## src/rtl/otpprg_defs.svh

```systemverilog
`ifndef OTPPRG_DEFS_SVH
`define OTPPRG_DEFS_SVH
`define OTPPRG_ADDR_FIRST      17'h00000
`define OTPPRG_ADDR_LAST       17'h0EFFF
`define OTPPRG_PAGE_BYTES      3'h4
`define OTPPRG_MAX_TRIES       4'hA
`define OTPPRG_PULSE_NS        100000
`define OTPPRG_CLK_NS          10
`define OTPPRG_PULSE_CYC       (`OTPPRG_PULSE_NS / `OTPPRG_CLK_NS)
`define OTPPRG_SETUP_CYC       8'h04
`define OTPPRG_SAMPLE_CYC      8'h08
`endif

```

## src/rtl/otpprg_pkg.sv

```systemverilog
package otpprg_pkg;
   typedef enum logic [1:0] {
      OTPPRG_CMD_READ  = 2'h0,
      OTPPRG_CMD_BYTE  = 2'h1,
      OTPPRG_CMD_PAGE  = 2'h2
   } otpprg_cmd_t;

   typedef struct packed {
      logic       reset_n;
      logic       vpp_high;
      logic       ce_n;
      logic       oe_n;
      logic       program_strobe_n;
      logic [16:0] addr;
      logic [7:0] dout;
      logic       doe;
   } otpprg_pins_t;

   typedef struct packed {
      logic       done;
      logic       fail;
      logic [7:0] rdata;
      logic       busy;
   } otpprg_rsp_t;
endpackage

```

## src/rtl/otpprg_sync.sv

```systemverilog
`timescale 1ns/100ps
`default_nettype none
module otpprg_sync #(
   parameter int WIDTH = 8
) (
   // Clock and reset
   input  wire logic             clk_sys_i,
   input  wire logic             rstn_i,
   // Data
   input  wire logic [WIDTH-1:0] d_i,
   output logic      [WIDTH-1:0] q_o
);
   typedef struct packed {
      logic [WIDTH-1:0] s1;
      logic [WIDTH-1:0] s2;
      logic [WIDTH-1:0] s3;
      logic [WIDTH-1:0] q;
   } otpprg_sync_t;

   otpprg_sync_t r;
   otpprg_sync_t next_r;

   // Only the second and third stages feed the agreement check
   always_comb begin
      next_r    = r;
      next_r.s1 = d_i;
      next_r.s2 = r.s1;
      next_r.s3 = r.s2;
      if (r.s2 == r.s3) begin
         next_r.q = r.s3;
      end
   end

   always_ff @(posedge clk_sys_i or negedge rstn_i) begin
      if (!rstn_i) begin
         r <= '0;
      end else begin
         r <= next_r;
      end
   end

   assign q_o = r.q;
endmodule // otpprg_sync
`default_nettype wire

```

## src/rtl/otpprg_host.sv

```systemverilog
// Function
// - Enter mode: supply raised for writes only, reset held low
// - Select one shared device by output enable
// - Page latch: CE high, strobe high, OE low
// - Page pulse 0.1 ms, CE/OE high, then verify
// - Byte pulse 0.1 ms, CE low OE high
// - Retry pulse and verify, ten tries max
// - Write range 0000H to EFFFH, last explicit
// - Latch four incrementing addresses, pulse, verify
// - Read: reset low, address, read mode, sample
`timescale 1ns/100ps
`default_nettype none
`include "otpprg_defs.svh"
module otpprg_host
   import otpprg_pkg::*;
#(
   parameter int PULSE_CYC  = `OTPPRG_PULSE_CYC,
   parameter int PAGE_BYTES = `OTPPRG_PAGE_BYTES
) (
   // Clock and reset
   input  wire logic          clk_sys_i,
   input  wire logic          rstn_i,
   // Command port
   input  wire logic          req_i,
   input  wire otpprg_cmd_t   cmd_i,
   input  wire logic [16:0]   addr_i,
   input  wire logic [31:0]   wdata_i,
   output otpprg_rsp_t        rsp_o,
   // Device pins
   input  wire logic [7:0]    data_pin_i,
   output otpprg_pins_t       pins_o
);
   typedef enum logic [3:0] {
      ST_IDLE   = 4'h0,
      ST_ENTER  = 4'h1,
      ST_LATCH  = 4'h3,
      ST_LGAP   = 4'h2,
      ST_PSETUP = 4'h6,
      ST_PULSE  = 4'h7,
      ST_PHOLD  = 4'h5,
      ST_VFY    = 4'h4,
      ST_VSAMP  = 4'hC,
      ST_DONE   = 4'hD
   } otpprg_st_t;

   typedef struct packed {
      otpprg_st_t   st;
      otpprg_cmd_t  cmd;
      otpprg_pins_t pins;
      otpprg_rsp_t  rsp;
      logic [16:0]  base;
      logic [31:0]  wdata;
      logic [2:0]   idx;
      logic [3:0]   tries;
      logic [31:0]  cnt;
      logic         bad;
   } otpprg_state_t;

   otpprg_state_t r;
   otpprg_state_t next_r;
   logic [7:0]    din;
   logic [7:0]    exp_byte;
   logic [17:0]   addr_end;

   otpprg_sync #(.WIDTH(8)) u_sync (
      .clk_sys_i (clk_sys_i),
      .rstn_i    (rstn_i),
      .d_i       (data_pin_i),
      .q_o       (din)
   );

   assign exp_byte = r.wdata[{r.idx[1:0], 3'h0} +: 8];

   // Pages that would run past the last address are refused as a whole
   assign addr_end = {1'b0, addr_i} +
                     ((cmd_i == OTPPRG_CMD_PAGE) ? 18'(PAGE_BYTES - 1) : 18'h0);

   always_comb begin
      next_r          = r;
      next_r.rsp.done = 1'b0;
      case (r.st)
         ST_IDLE: begin
            next_r.pins.doe              = 1'b0;
            next_r.pins.ce_n             = 1'b1;
            next_r.pins.oe_n             = 1'b1;
            next_r.pins.program_strobe_n = 1'b1;
            if (req_i && ((cmd_i == OTPPRG_CMD_READ) ||
                          (addr_end <= {1'b0, `OTPPRG_ADDR_LAST}))) begin
               next_r.cmd            = cmd_i;
               next_r.base           = addr_i;
               next_r.wdata          = wdata_i;
               next_r.idx            = 3'h0;
               next_r.tries          = 4'h0;
               next_r.cnt            = 32'h0;
               next_r.bad            = 1'b0;
               next_r.rsp.busy       = 1'b1;
               next_r.pins.reset_n   = 1'b0;
               next_r.pins.vpp_high  = (cmd_i != OTPPRG_CMD_READ);
               next_r.st             = ST_ENTER;
            end else if (req_i) begin
               next_r.rsp.done = 1'b1;
               next_r.rsp.fail = 1'b1;
            end
         end
         ST_ENTER: begin
            next_r.cnt = r.cnt + 32'h1;
            if (r.cnt[7:0] == `OTPPRG_SETUP_CYC) begin
               next_r.cnt       = 32'h0;
               next_r.pins.addr = r.base;
               case (r.cmd)
                  OTPPRG_CMD_PAGE: begin
                     next_r.st = ST_LATCH;
                  end
                  OTPPRG_CMD_BYTE: begin
                     next_r.st = ST_PSETUP;
                  end
                  default: begin
                     next_r.st = ST_VFY;
                  end
               endcase
            end
         end
         ST_LATCH: begin
            // Address and byte presented with CE high, strobe high, OE low
            next_r.pins.addr             = r.base + {15'h0, r.idx[1:0]};
            next_r.pins.dout             = exp_byte;
            next_r.pins.doe              = 1'b1;
            next_r.pins.ce_n             = 1'b1;
            next_r.pins.program_strobe_n = 1'b1;
            next_r.cnt                   = r.cnt + 32'h1;
            if (r.cnt[7:0] == `OTPPRG_SETUP_CYC) begin
               next_r.pins.oe_n = 1'b0;
            end
            if (r.cnt[7:0] == `OTPPRG_SAMPLE_CYC) begin
               next_r.pins.oe_n = 1'b1;
               next_r.cnt       = 32'h0;
               next_r.st        = ST_LGAP;
            end
         end
         ST_LGAP: begin
            if (r.idx == 3'(PAGE_BYTES - 1)) begin
               next_r.idx = 3'h0;
               next_r.st  = ST_PSETUP;
            end else begin
               next_r.idx = r.idx + 3'h1;
               next_r.st  = ST_LATCH;
            end
         end
         ST_PSETUP: begin
            // Byte write keeps CE low; page write keeps CE high
            next_r.pins.oe_n = 1'b1;
            next_r.pins.ce_n = (r.cmd == OTPPRG_CMD_BYTE) ? 1'b0 : 1'b1;
            next_r.pins.dout = exp_byte;
            next_r.pins.doe  = (r.cmd == OTPPRG_CMD_BYTE);
            next_r.cnt       = r.cnt + 32'h1;
            if (r.cnt[7:0] == `OTPPRG_SETUP_CYC) begin
               next_r.cnt                   = 32'h0;
               next_r.pins.program_strobe_n = 1'b0;
               next_r.tries                 = r.tries + 4'h1;
               next_r.st                    = ST_PULSE;
            end
         end
         ST_PULSE: begin
            // Address and data are not touched while the strobe is low
            next_r.cnt = r.cnt + 32'h1;
            if (r.cnt == 32'(PULSE_CYC - 1)) begin
               next_r.cnt                   = 32'h0;
               next_r.pins.program_strobe_n = 1'b1;
               next_r.st                    = ST_PHOLD;
            end
         end
         ST_PHOLD: begin
            next_r.cnt = r.cnt + 32'h1;
            if (r.cnt[7:0] == `OTPPRG_SETUP_CYC) begin
               next_r.cnt      = 32'h0;
               next_r.pins.doe = 1'b0;
               next_r.idx      = 3'h0;
               next_r.bad      = 1'b0;
               next_r.st       = ST_VFY;
            end
         end
         ST_VFY: begin
            // Data lines released before device drives them
            next_r.pins.doe              = 1'b0;
            next_r.pins.addr             = r.base + {15'h0, r.idx[1:0]};
            next_r.pins.ce_n             = 1'b0;
            next_r.pins.program_strobe_n = 1'b1;
            next_r.pins.oe_n             = 1'b0;
            next_r.cnt                   = r.cnt + 32'h1;
            if (r.cnt[7:0] == `OTPPRG_SAMPLE_CYC) begin
               next_r.cnt = 32'h0;
               next_r.st  = ST_VSAMP;
            end
         end
         ST_VSAMP: begin
            next_r.pins.oe_n = 1'b1;
            next_r.rsp.rdata = din;
            if ((r.cmd != OTPPRG_CMD_READ) && (din != exp_byte)) begin
               next_r.bad = 1'b1;
            end
            if ((r.cmd == OTPPRG_CMD_PAGE) && (r.idx != 3'(PAGE_BYTES - 1))) begin
               next_r.idx = r.idx + 3'h1;
               next_r.st  = ST_VFY;
            end else if ((r.cmd == OTPPRG_CMD_READ) ||
                         !(r.bad || (din != exp_byte))) begin
               next_r.rsp.fail = 1'b0;
               next_r.st       = ST_DONE;
            end else if (r.tries == `OTPPRG_MAX_TRIES) begin
               next_r.rsp.fail = 1'b1;
               next_r.st       = ST_DONE;
            end else begin
               next_r.pins.ce_n = 1'b1;
               next_r.idx       = 3'h0;
               // Page retries reuse the bytes already latched in the part
               next_r.st        = ST_PSETUP;
            end
         end
         ST_DONE: begin
            next_r.pins.ce_n     = 1'b1;
            next_r.pins.oe_n     = 1'b1;
            next_r.pins.vpp_high = 1'b0;
            next_r.rsp.busy      = 1'b0;
            next_r.rsp.done      = 1'b1;
            next_r.st            = ST_IDLE;
         end
         default: begin
            next_r.st = ST_IDLE;
         end
      endcase
   end

   always_ff @(posedge clk_sys_i or negedge rstn_i) begin
      if (!rstn_i) begin
         r                       <= '0;
         r.pins.reset_n          <= 1'b0;
         r.pins.ce_n             <= 1'b1;
         r.pins.oe_n             <= 1'b1;
         r.pins.program_strobe_n <= 1'b1;
      end else begin
         r <= next_r;
      end
   end

   assign pins_o = r.pins;
   assign rsp_o  = r.rsp;
endmodule // otpprg_host
`default_nettype wire

```

## config.mk

```make
export PLATFORM = sky130hd
export DESIGN_NAME = otpprg_host
export DESIGN_NICKNAME = d
export VERILOG_FILES = /design/src/rtl/otpprg_pkg.sv /design/src/rtl/otpprg_sync.sv /design/src/rtl/otpprg_host.sv
export VERILOG_INCLUDE_DIRS = /design/src /design/src/rtl
export SDC_FILE = /design/constraint.sdc
export NUM_CORES = 1
export LEC_CHECK = 0
export BUFFER_PORTS_ARGS = -buffer_cell sky130_fd_sc_hd__buf_2
export CORE_MARGIN = 3
export CORE_UTILIZATION = 63
export CTS_CLUSTER_DIAMETER = 80
export CTS_CLUSTER_SIZE = 20
export DETAILED_ROUTE_END_ITERATION = 8
export HOLD_SLACK_MARGIN = 0.02
export PLACE_DENSITY = 0.91
export SLEW_MARGIN = 0
export SYNTH_ARGS = -nofsm -noshare
export SYNTH_HDL_FRONTEND = slang
export SYNTH_HIERARCHICAL = 1
export SYNTH_SLANG_ARGS = --single-unit
export TNS_END_PERCENT = 20
```

## constraint.sdc

```tcl
create_clock -name clk_sys_i -period 3.3 [get_ports clk_sys_i]
set_input_delay 0.99 -clock clk_sys_i [delete_from_list [all_inputs] [get_ports clk_sys_i]]
set_output_delay 0.99 -clock clk_sys_i [all_outputs]
set_load 0.005 [all_outputs]
```

==> impl_metrics.ini, run 1 <==
[route]
wl_per_cell_um = 18.3
drt_iter0_markers = 546
wirelength_um = 19100
vias = 6355
drc = 0
ant_nets = 0
vias_per_cell = 6.08
first_pass_iters = 7

[setup_path]
worstSetupEndpointType = register
cp-startpoint = cmd_i[0]
cp_data_required_time_ns = 3.62
slowest_delay_ns = 0.37
critPathArrivalTime_ns = 3.50
r2r-start = r[37]
crit_path_top_delay_cell = mux2_2
crit_chain = buf_2 -> nor2b_4 -> ha_2 -> inv_2 -> fa_2 -> nand3b_1 -> nor4_2 -> mux2i_1 -> o21ai_2 -> a21oi_4 -> buf_12 -> mux2_2
start_kind = input pin
crit_fanout = 36
critical_path_class = in -> reg

[layout]
fin_cells = 1045
drive_gt1_frac = 0.290
fin_nets = 933
layout_commonest_cell = dfrtp_1
final_cell_mix = dfrtp_1 (165), buf_2 (101), nand2_1 (64)
syn_to_final_growth_pct = 12.1
fillers = 855

[cts]
clk_pin_slew_worst_paths_ns = 0.06
cts_buffers = 17
hold_buffers = 0
h-tree-depth = 4
postCtsSetupBuffers = 0
ctsLongestPathBuffers = 2
cts_tree = done
root_buffer = clkbuf_16
clock_latency_ns = 0.43
clock_sinks = 168

[power]
p_leak_nw = 4.27
power_density_nw_per_um2 = 860
ir_worst_vdd_mv = 0.490

[min_path]
min-delay-start = u_sync/next_r[19]
hold_class = reg -> reg

[place]
dp_cells = 1012
place_congestion = 0.928
dpl.hpwl_um = 13100
port-buffer-count = 102

[synthesis]
syn_nets = 880
yosys-top-cells-area = dfrtp_1 (48%), mux2_2 (8.2%), buf_4 (4.4%)
yosysTopAreaCellShare = 0.479
syn_area_per_cell_um2 = 10.7
yosysUniqueCellTypes = 65
synth_ff_type = dfrtp_1
synth_seq_cells = 168
ys_warn_count = 6
synth_cells = 802
synth_edf_count = 0
seq_area_frac_synth = 0.488
synth_area_um2 = 8620
async_flop_share = 1.00
yosysTopAreaCell = dfrtp_1

[floorplanning]
die_area_um2 = 15100
core_region_area_um2 = 13300
initial_utilization = 0.648
die_y_um = 123
rows = 42
die_w_um = 123
io_pins = 104

[timing]
slew_headroom = 0.454
rsz0062_at_grt = false
hold_violations = 0
setup_violations = 0
worstMarginPinSlew_ns = 0.819
min_period_over_period = 0.966
final_max_slew_viol_count = 0
max_freq_ghz = 0.314
fin_setup_tns_ns = 0
skew_ns = 0.0119
fin_crit_ns = 3.19

[grt]
first_global_vias = 6258
grt_pass1_wl_um = 31000
grt-ovfl-total = 0
grt_usage = 0.265
grt_max_degree = 68
antenna_found_initial = 1

[run]
maxCapViolations = 0

[run_status]
status = finished, final reports clean
layer usage:
metal	vias to the layer above	GRT usage	wire [um]	share of wire
li1	2933	-	-	-
met1	3127	0.337	7850	0.41
met3	63	0.0572	1110	0.058
met2	232	0.437	9490	0.50
met4	0	0.123	684	0.036
met5	-	0	0	0
state kept, by name, indices dropped and copies added (netlist names):
register	flops
pins_o	30
r	95
rsp_o	11
u_sync/next_r	16
u_sync/q_o	8
u_sync/r	8
worst max-delay path, delay by kind of cell:
family,cells,cell delay [ns]
compound gates,2,0.32
fa+ha+maj,2,0.54
buf+inv,3,0.39
mux,2,0.68
simple gates,3,0.55
worst paths after layout:
path,end,slack [ns],cells after the start
hold / removal,u_sync/next_r[11],0.35,0
max in group asynchronous,pins_o[28],2.09,2
setup / recovery,r[41],0.11,12
hold reg to reg,u_sync/next_r[11],0.35,0
min in group asynchronous,pins_o[17],0.48,1
setup reg to reg,pins_o[25],0.40,8
cell usage after synthesis, types with 4 or more instances:
| master | instances |
|---|---|
| nand2_1 | 64 |
| buf_2 | 17 |
| mux2i_1 | 6 |
| nand4_1 | 14 |
| a31oi_1 | 35 |
| xor2_1 | 14 |
| o211ai_1 | 7 |
| and3_1 | 11 |
| nor2b_1 | 7 |
| clkbuf_1 | 17 |
| nor2_1 | 56 |
| xnor2_1 | 21 |
| a21oi_1 | 43 |
| nand3b_1 | 5 |
| mux2_2 | 63 |
| mux2_1 | 12 |
| nand3_1 | 27 |
| o21ai_0 | 16 |
| inv_1 | 30 |
| mux4_2 | 8 |
| dfrtp_1 | 165 |
| ha_1 | 14 |
| a41oi_1 | 10 |
| nor3_1 | 9 |
| nor4_1 | 14 |
| nand2b_1 | 4 |
| o22ai_1 | 4 |
| buf_4 | 51 |
metrics by stage:
stage | hold slack (ns) | worst slack [ns] | area [um^2] | util | total power, mW
after detailed placement | 0.337 | -0.438 | 9080 | 0.683 | 6.36
final | 0.354 | 0.111 | 9660 | 0.727 | 8.31
after global routing | 0.355 | 0.00584 | 9660 | 0.727 | 8.82
after floorplan | 0.331 | -0.0128 | 8670 | - | 5.72
after CTS | 0.353 | 0.0685 | 9640 | 0.725 | 8.30
after global placement | 0.333 | -0.413 | 9080 | 0.683 | 6.16
final cells by class:
cell class	instances	area, um^2	area share
diodes	1	2.50	0.000259
repair buffers	122	742	0.0768
clock buffers	19	443	0.0458
clock inverters	13	119	0.0123
inverters	30	113	0.0117
multi-input cells	516	3810	0.395
well taps	176	220	0.0228
flip-flops and latches	168	4210	0.436
cell families (layout without fill, tap and decap cells):
| logic type | count (synthesis) | in the layout | share of synthesized area |
|---|---|---|---|
| adder cells (fa/ha/maj) | 16 | 16 | 0.0250 |
| multiplexers | 89 | 89 | 0.126 |
| AND/OR/NAND/NOR | 234 | 234 | 0.139 |
| buffers and inverters | 118 | 184 | 0.0787 |
| XOR/XNOR | 35 | 35 | 0.0356 |
| other | 1 | 2 | 0.000435 |
| AO/OA/AOI/OAI | 141 | 141 | 0.107 |
| flip-flops | 168 | 168 | 0.488 |
power by group:
| group | total (mW) | internal [mW] | switching, mW |
|---|---|---|---|
| sequential | 3.36 | 2.75 | 0.617 |
| combinational | 3.05 | 1.45 | 1.61 |
| clock | 1.90 | 1.06 | 0.832 |
| total | 8.31 | 5.26 | 3.05 |
what timing repair did:
| action | 4_1_cts | 5_1_grt |
|---|---|---|
| gates cloned | 0 | 0 |
| gates resized for setup | 1 | 2 |
| pin swaps | 0 | 0 |
| endpoints found under the setup margin | 1 | 1 |
(Power assumes the default switching activity.)
==> run 2: changes to the inputs <==
--- a/config.mk
+++ b/config.mk
@@ -7,8 +7,10 @@
 export NUM_CORES = 1
 export LEC_CHECK = 0
 export BUFFER_PORTS_ARGS = -buffer_cell sky130_fd_sc_hd__buf_2
+export CELL_PAD_IN_SITES_DETAIL_PLACEMENT = 1
+export CELL_PAD_IN_SITES_GLOBAL_PLACEMENT = 2
 export CORE_MARGIN = 3
-export CORE_UTILIZATION = 63
+export CORE_UTILIZATION = 41
 export CTS_CLUSTER_DIAMETER = 80
 export CTS_CLUSTER_SIZE = 20
 export DETAILED_ROUTE_END_ITERATION = 8
==> run 2 against run 1 <==
- wire length rose by 17%
- flip-flop and latch count did not move
- critical path depth rose by 1
- non-clock buffer count rose by 9
- design area rose by 2.9%
- die area rose by 51%
- clock power rose by 7%
- clock skew rose by 0.00093 ns
- clock-buffer cell count fell by 2
- global-route usage fell by 7.1 points
- final cell count rose by 9.8%
- maximum frequency fell by 2.2%
- critical path type unchanged
- largest cell class unchanged
- highest routed layer unchanged
==> impl_metrics.ini, run 2 (synthesized netlist as in run 1, its figures left out) <==
[floorplanning]
die_y_um = 151
die_w_um = 151
rows = 52
core_region_area_um2 = 20400
initial_utilization = 0.422
io_pins = 104
die_area_um2 = 22800

[grt]
antenna_found_initial = 0
first_global_vias = 6441
grt_pass1_wl_um = 34800
grt_max_degree = 69
grt-ovfl-total = 0
grt_usage = 0.195

[timing]
setup_violations = 0
final_max_slew_viol_count = 0
fin_crit_ns = 3.26
slew_headroom = 0.534
max_freq_ghz = 0.307
min_period_over_period = 0.988
skew_ns = 0.0128
worstMarginPinSlew_ns = 0.699
rsz0062_at_grt = true
hold_violations = 0

[route]
first_pass_iters = 4
ant_nets = 0
wirelength_um = 22300
vias = 6237
wl_per_cell_um = 19.4
vias_per_cell = 5.44
drc = 0
drt_iter0_markers = 234

[setup_path]
worstSetupEndpointType = register
crit_fanout = 9
crit_chain = buf_2 -> nor2b_4 -> ha_4 -> inv_2 -> fa_2 -> nand3b_1 -> nor4_2 -> mux2i_2 -> o21ai_2 -> a21oi_4 -> buf_12 -> clkbuf_16 -> mux2_2
path_depth = 13
r2r-start = r[37]
worstReg2RegEnd = r[134]
cp_data_required_time_ns = 3.61
ff2ff_path_depth = 6
critPathArrivalTime_ns = 3.58
cp.buffers_inverters = 4
reg2reg_slack_ns = 0.48
path_delay_family = multiplexers
slowest_delay_ns = 0.35
crit_path_top_delay_cell = mux2_2
start_kind = input pin
critical_path_class = in -> reg
cp-startpoint = cmd_i[0]

[place]
port-buffer-count = 102
place_congestion = 0.807
dpl.hpwl_um = 15300
dp_cells = 1111

[cts]
hold_buffers = 0
clk_pin_slew_worst_paths_ns = 0.08
root_buffer = clkbuf_16
clock_sinks = 168
cts_buffers = 17
ctsLongestPathBuffers = 2
cts_tree = done
h-tree-depth = 4
clock_latency_ns = 0.43

[layout]
fillers = 2247
largest_register = r
multi_input_area_um2 = 3810
syn_to_final_growth_pct = 15.4
final_cell_mix = dfrtp_1 (165), buf_2 (101), nand2_1 (64)
drive_gt1_frac = 0.299
num_antenna_cells = 0
fin_nets = 942
regArea_um2 = 4210
largest_reg_flops = 95
fin_cells = 1147
layout_commonest_cell = dfrtp_1

[run]
maxCapViolations = 0

[min_path]
holdPathStages = 0
worst_hold_path.endpoint = u_sync/next_r[15]
min-delay-start = u_sync/next_r[23]
hold_class = reg -> reg

[power]
power_mw = 8.62
power_density_nw_per_um2 = 867
ir_worst_vdd_mv = 0.409
p_leak_nw = 4.35

[run_status]
status = finished, final reports clean
[run 2: changes by cell type in the layout (fill, tap and decap cells not counted), sizes merged]
cell	delta
diode	-1
inv	+3
buf	+7
bufinv	-1
clkinv	+2
clkinvlp	-2
[run 2: cell type report]
class,count,share of cell area
timing repair buffer,131,0.0857
clock buffer,17,0.0428
inverter,30,0.0113
multi-input combinational,516,0.384
clock inverter,15,0.0194
tap,270,0.0340
sequential,168,0.423
[run 2: what timing repair did]
item,CTS,global route
resized for setup,0,4
setup buffers,0,1
setup endpoints to repair,0,31
endpoints found under the hold margin,0,0
[run 2: through the flow]
step / setup slack, ns / utilization / cell area, um^2 / TNS (ns) / hold slack (ns)
floorplan: -0.0128 / - / 8670 / -0.113 / 0.331
global placement: -0.219 / 0.451 / 9220 / -12.14 / 0.333
detailed placement: -0.356 / 0.451 / 9220 / -21.43 / 0.339
CTS: 0.0616 / 0.482 / 9840 / 0 / 0.349
global route: -0.0301 / 0.487 / 9940 / -0.243 / 0.352
finish: 0.0394 / 0.487 / 9940 / 0 / 0.345
[run 2: power breakdown]
group | switching, mW | internal, mW | total, mW
clock | 1.01 | 1.04 | 2.04
sequential | 0.620 | 2.74 | 3.36
combinational | 1.73 | 1.48 | 3.21
[run 2: worst max-delay path by stage]
stage                     endpoint  slack (ns)
final                        r[62]        0.04
after global routing         r[62]       -0.03
after CTS                    r[44]        0.06
after detailed placement     r[54]       -0.36
after global placement       r[62]       -0.22
after floorplan              r[69]       -0.01
[run 2: routing by layer]
| layer | wire length (um) | GRT usage |
|---|---|---|
| met1 | 9930 | 0.257 |
| met2 | 11200 | 0.331 |
| met3 | 905 | 0.0422 |
| met4 | 300 | 0.0408 |
| met5 | 0 | 0 |
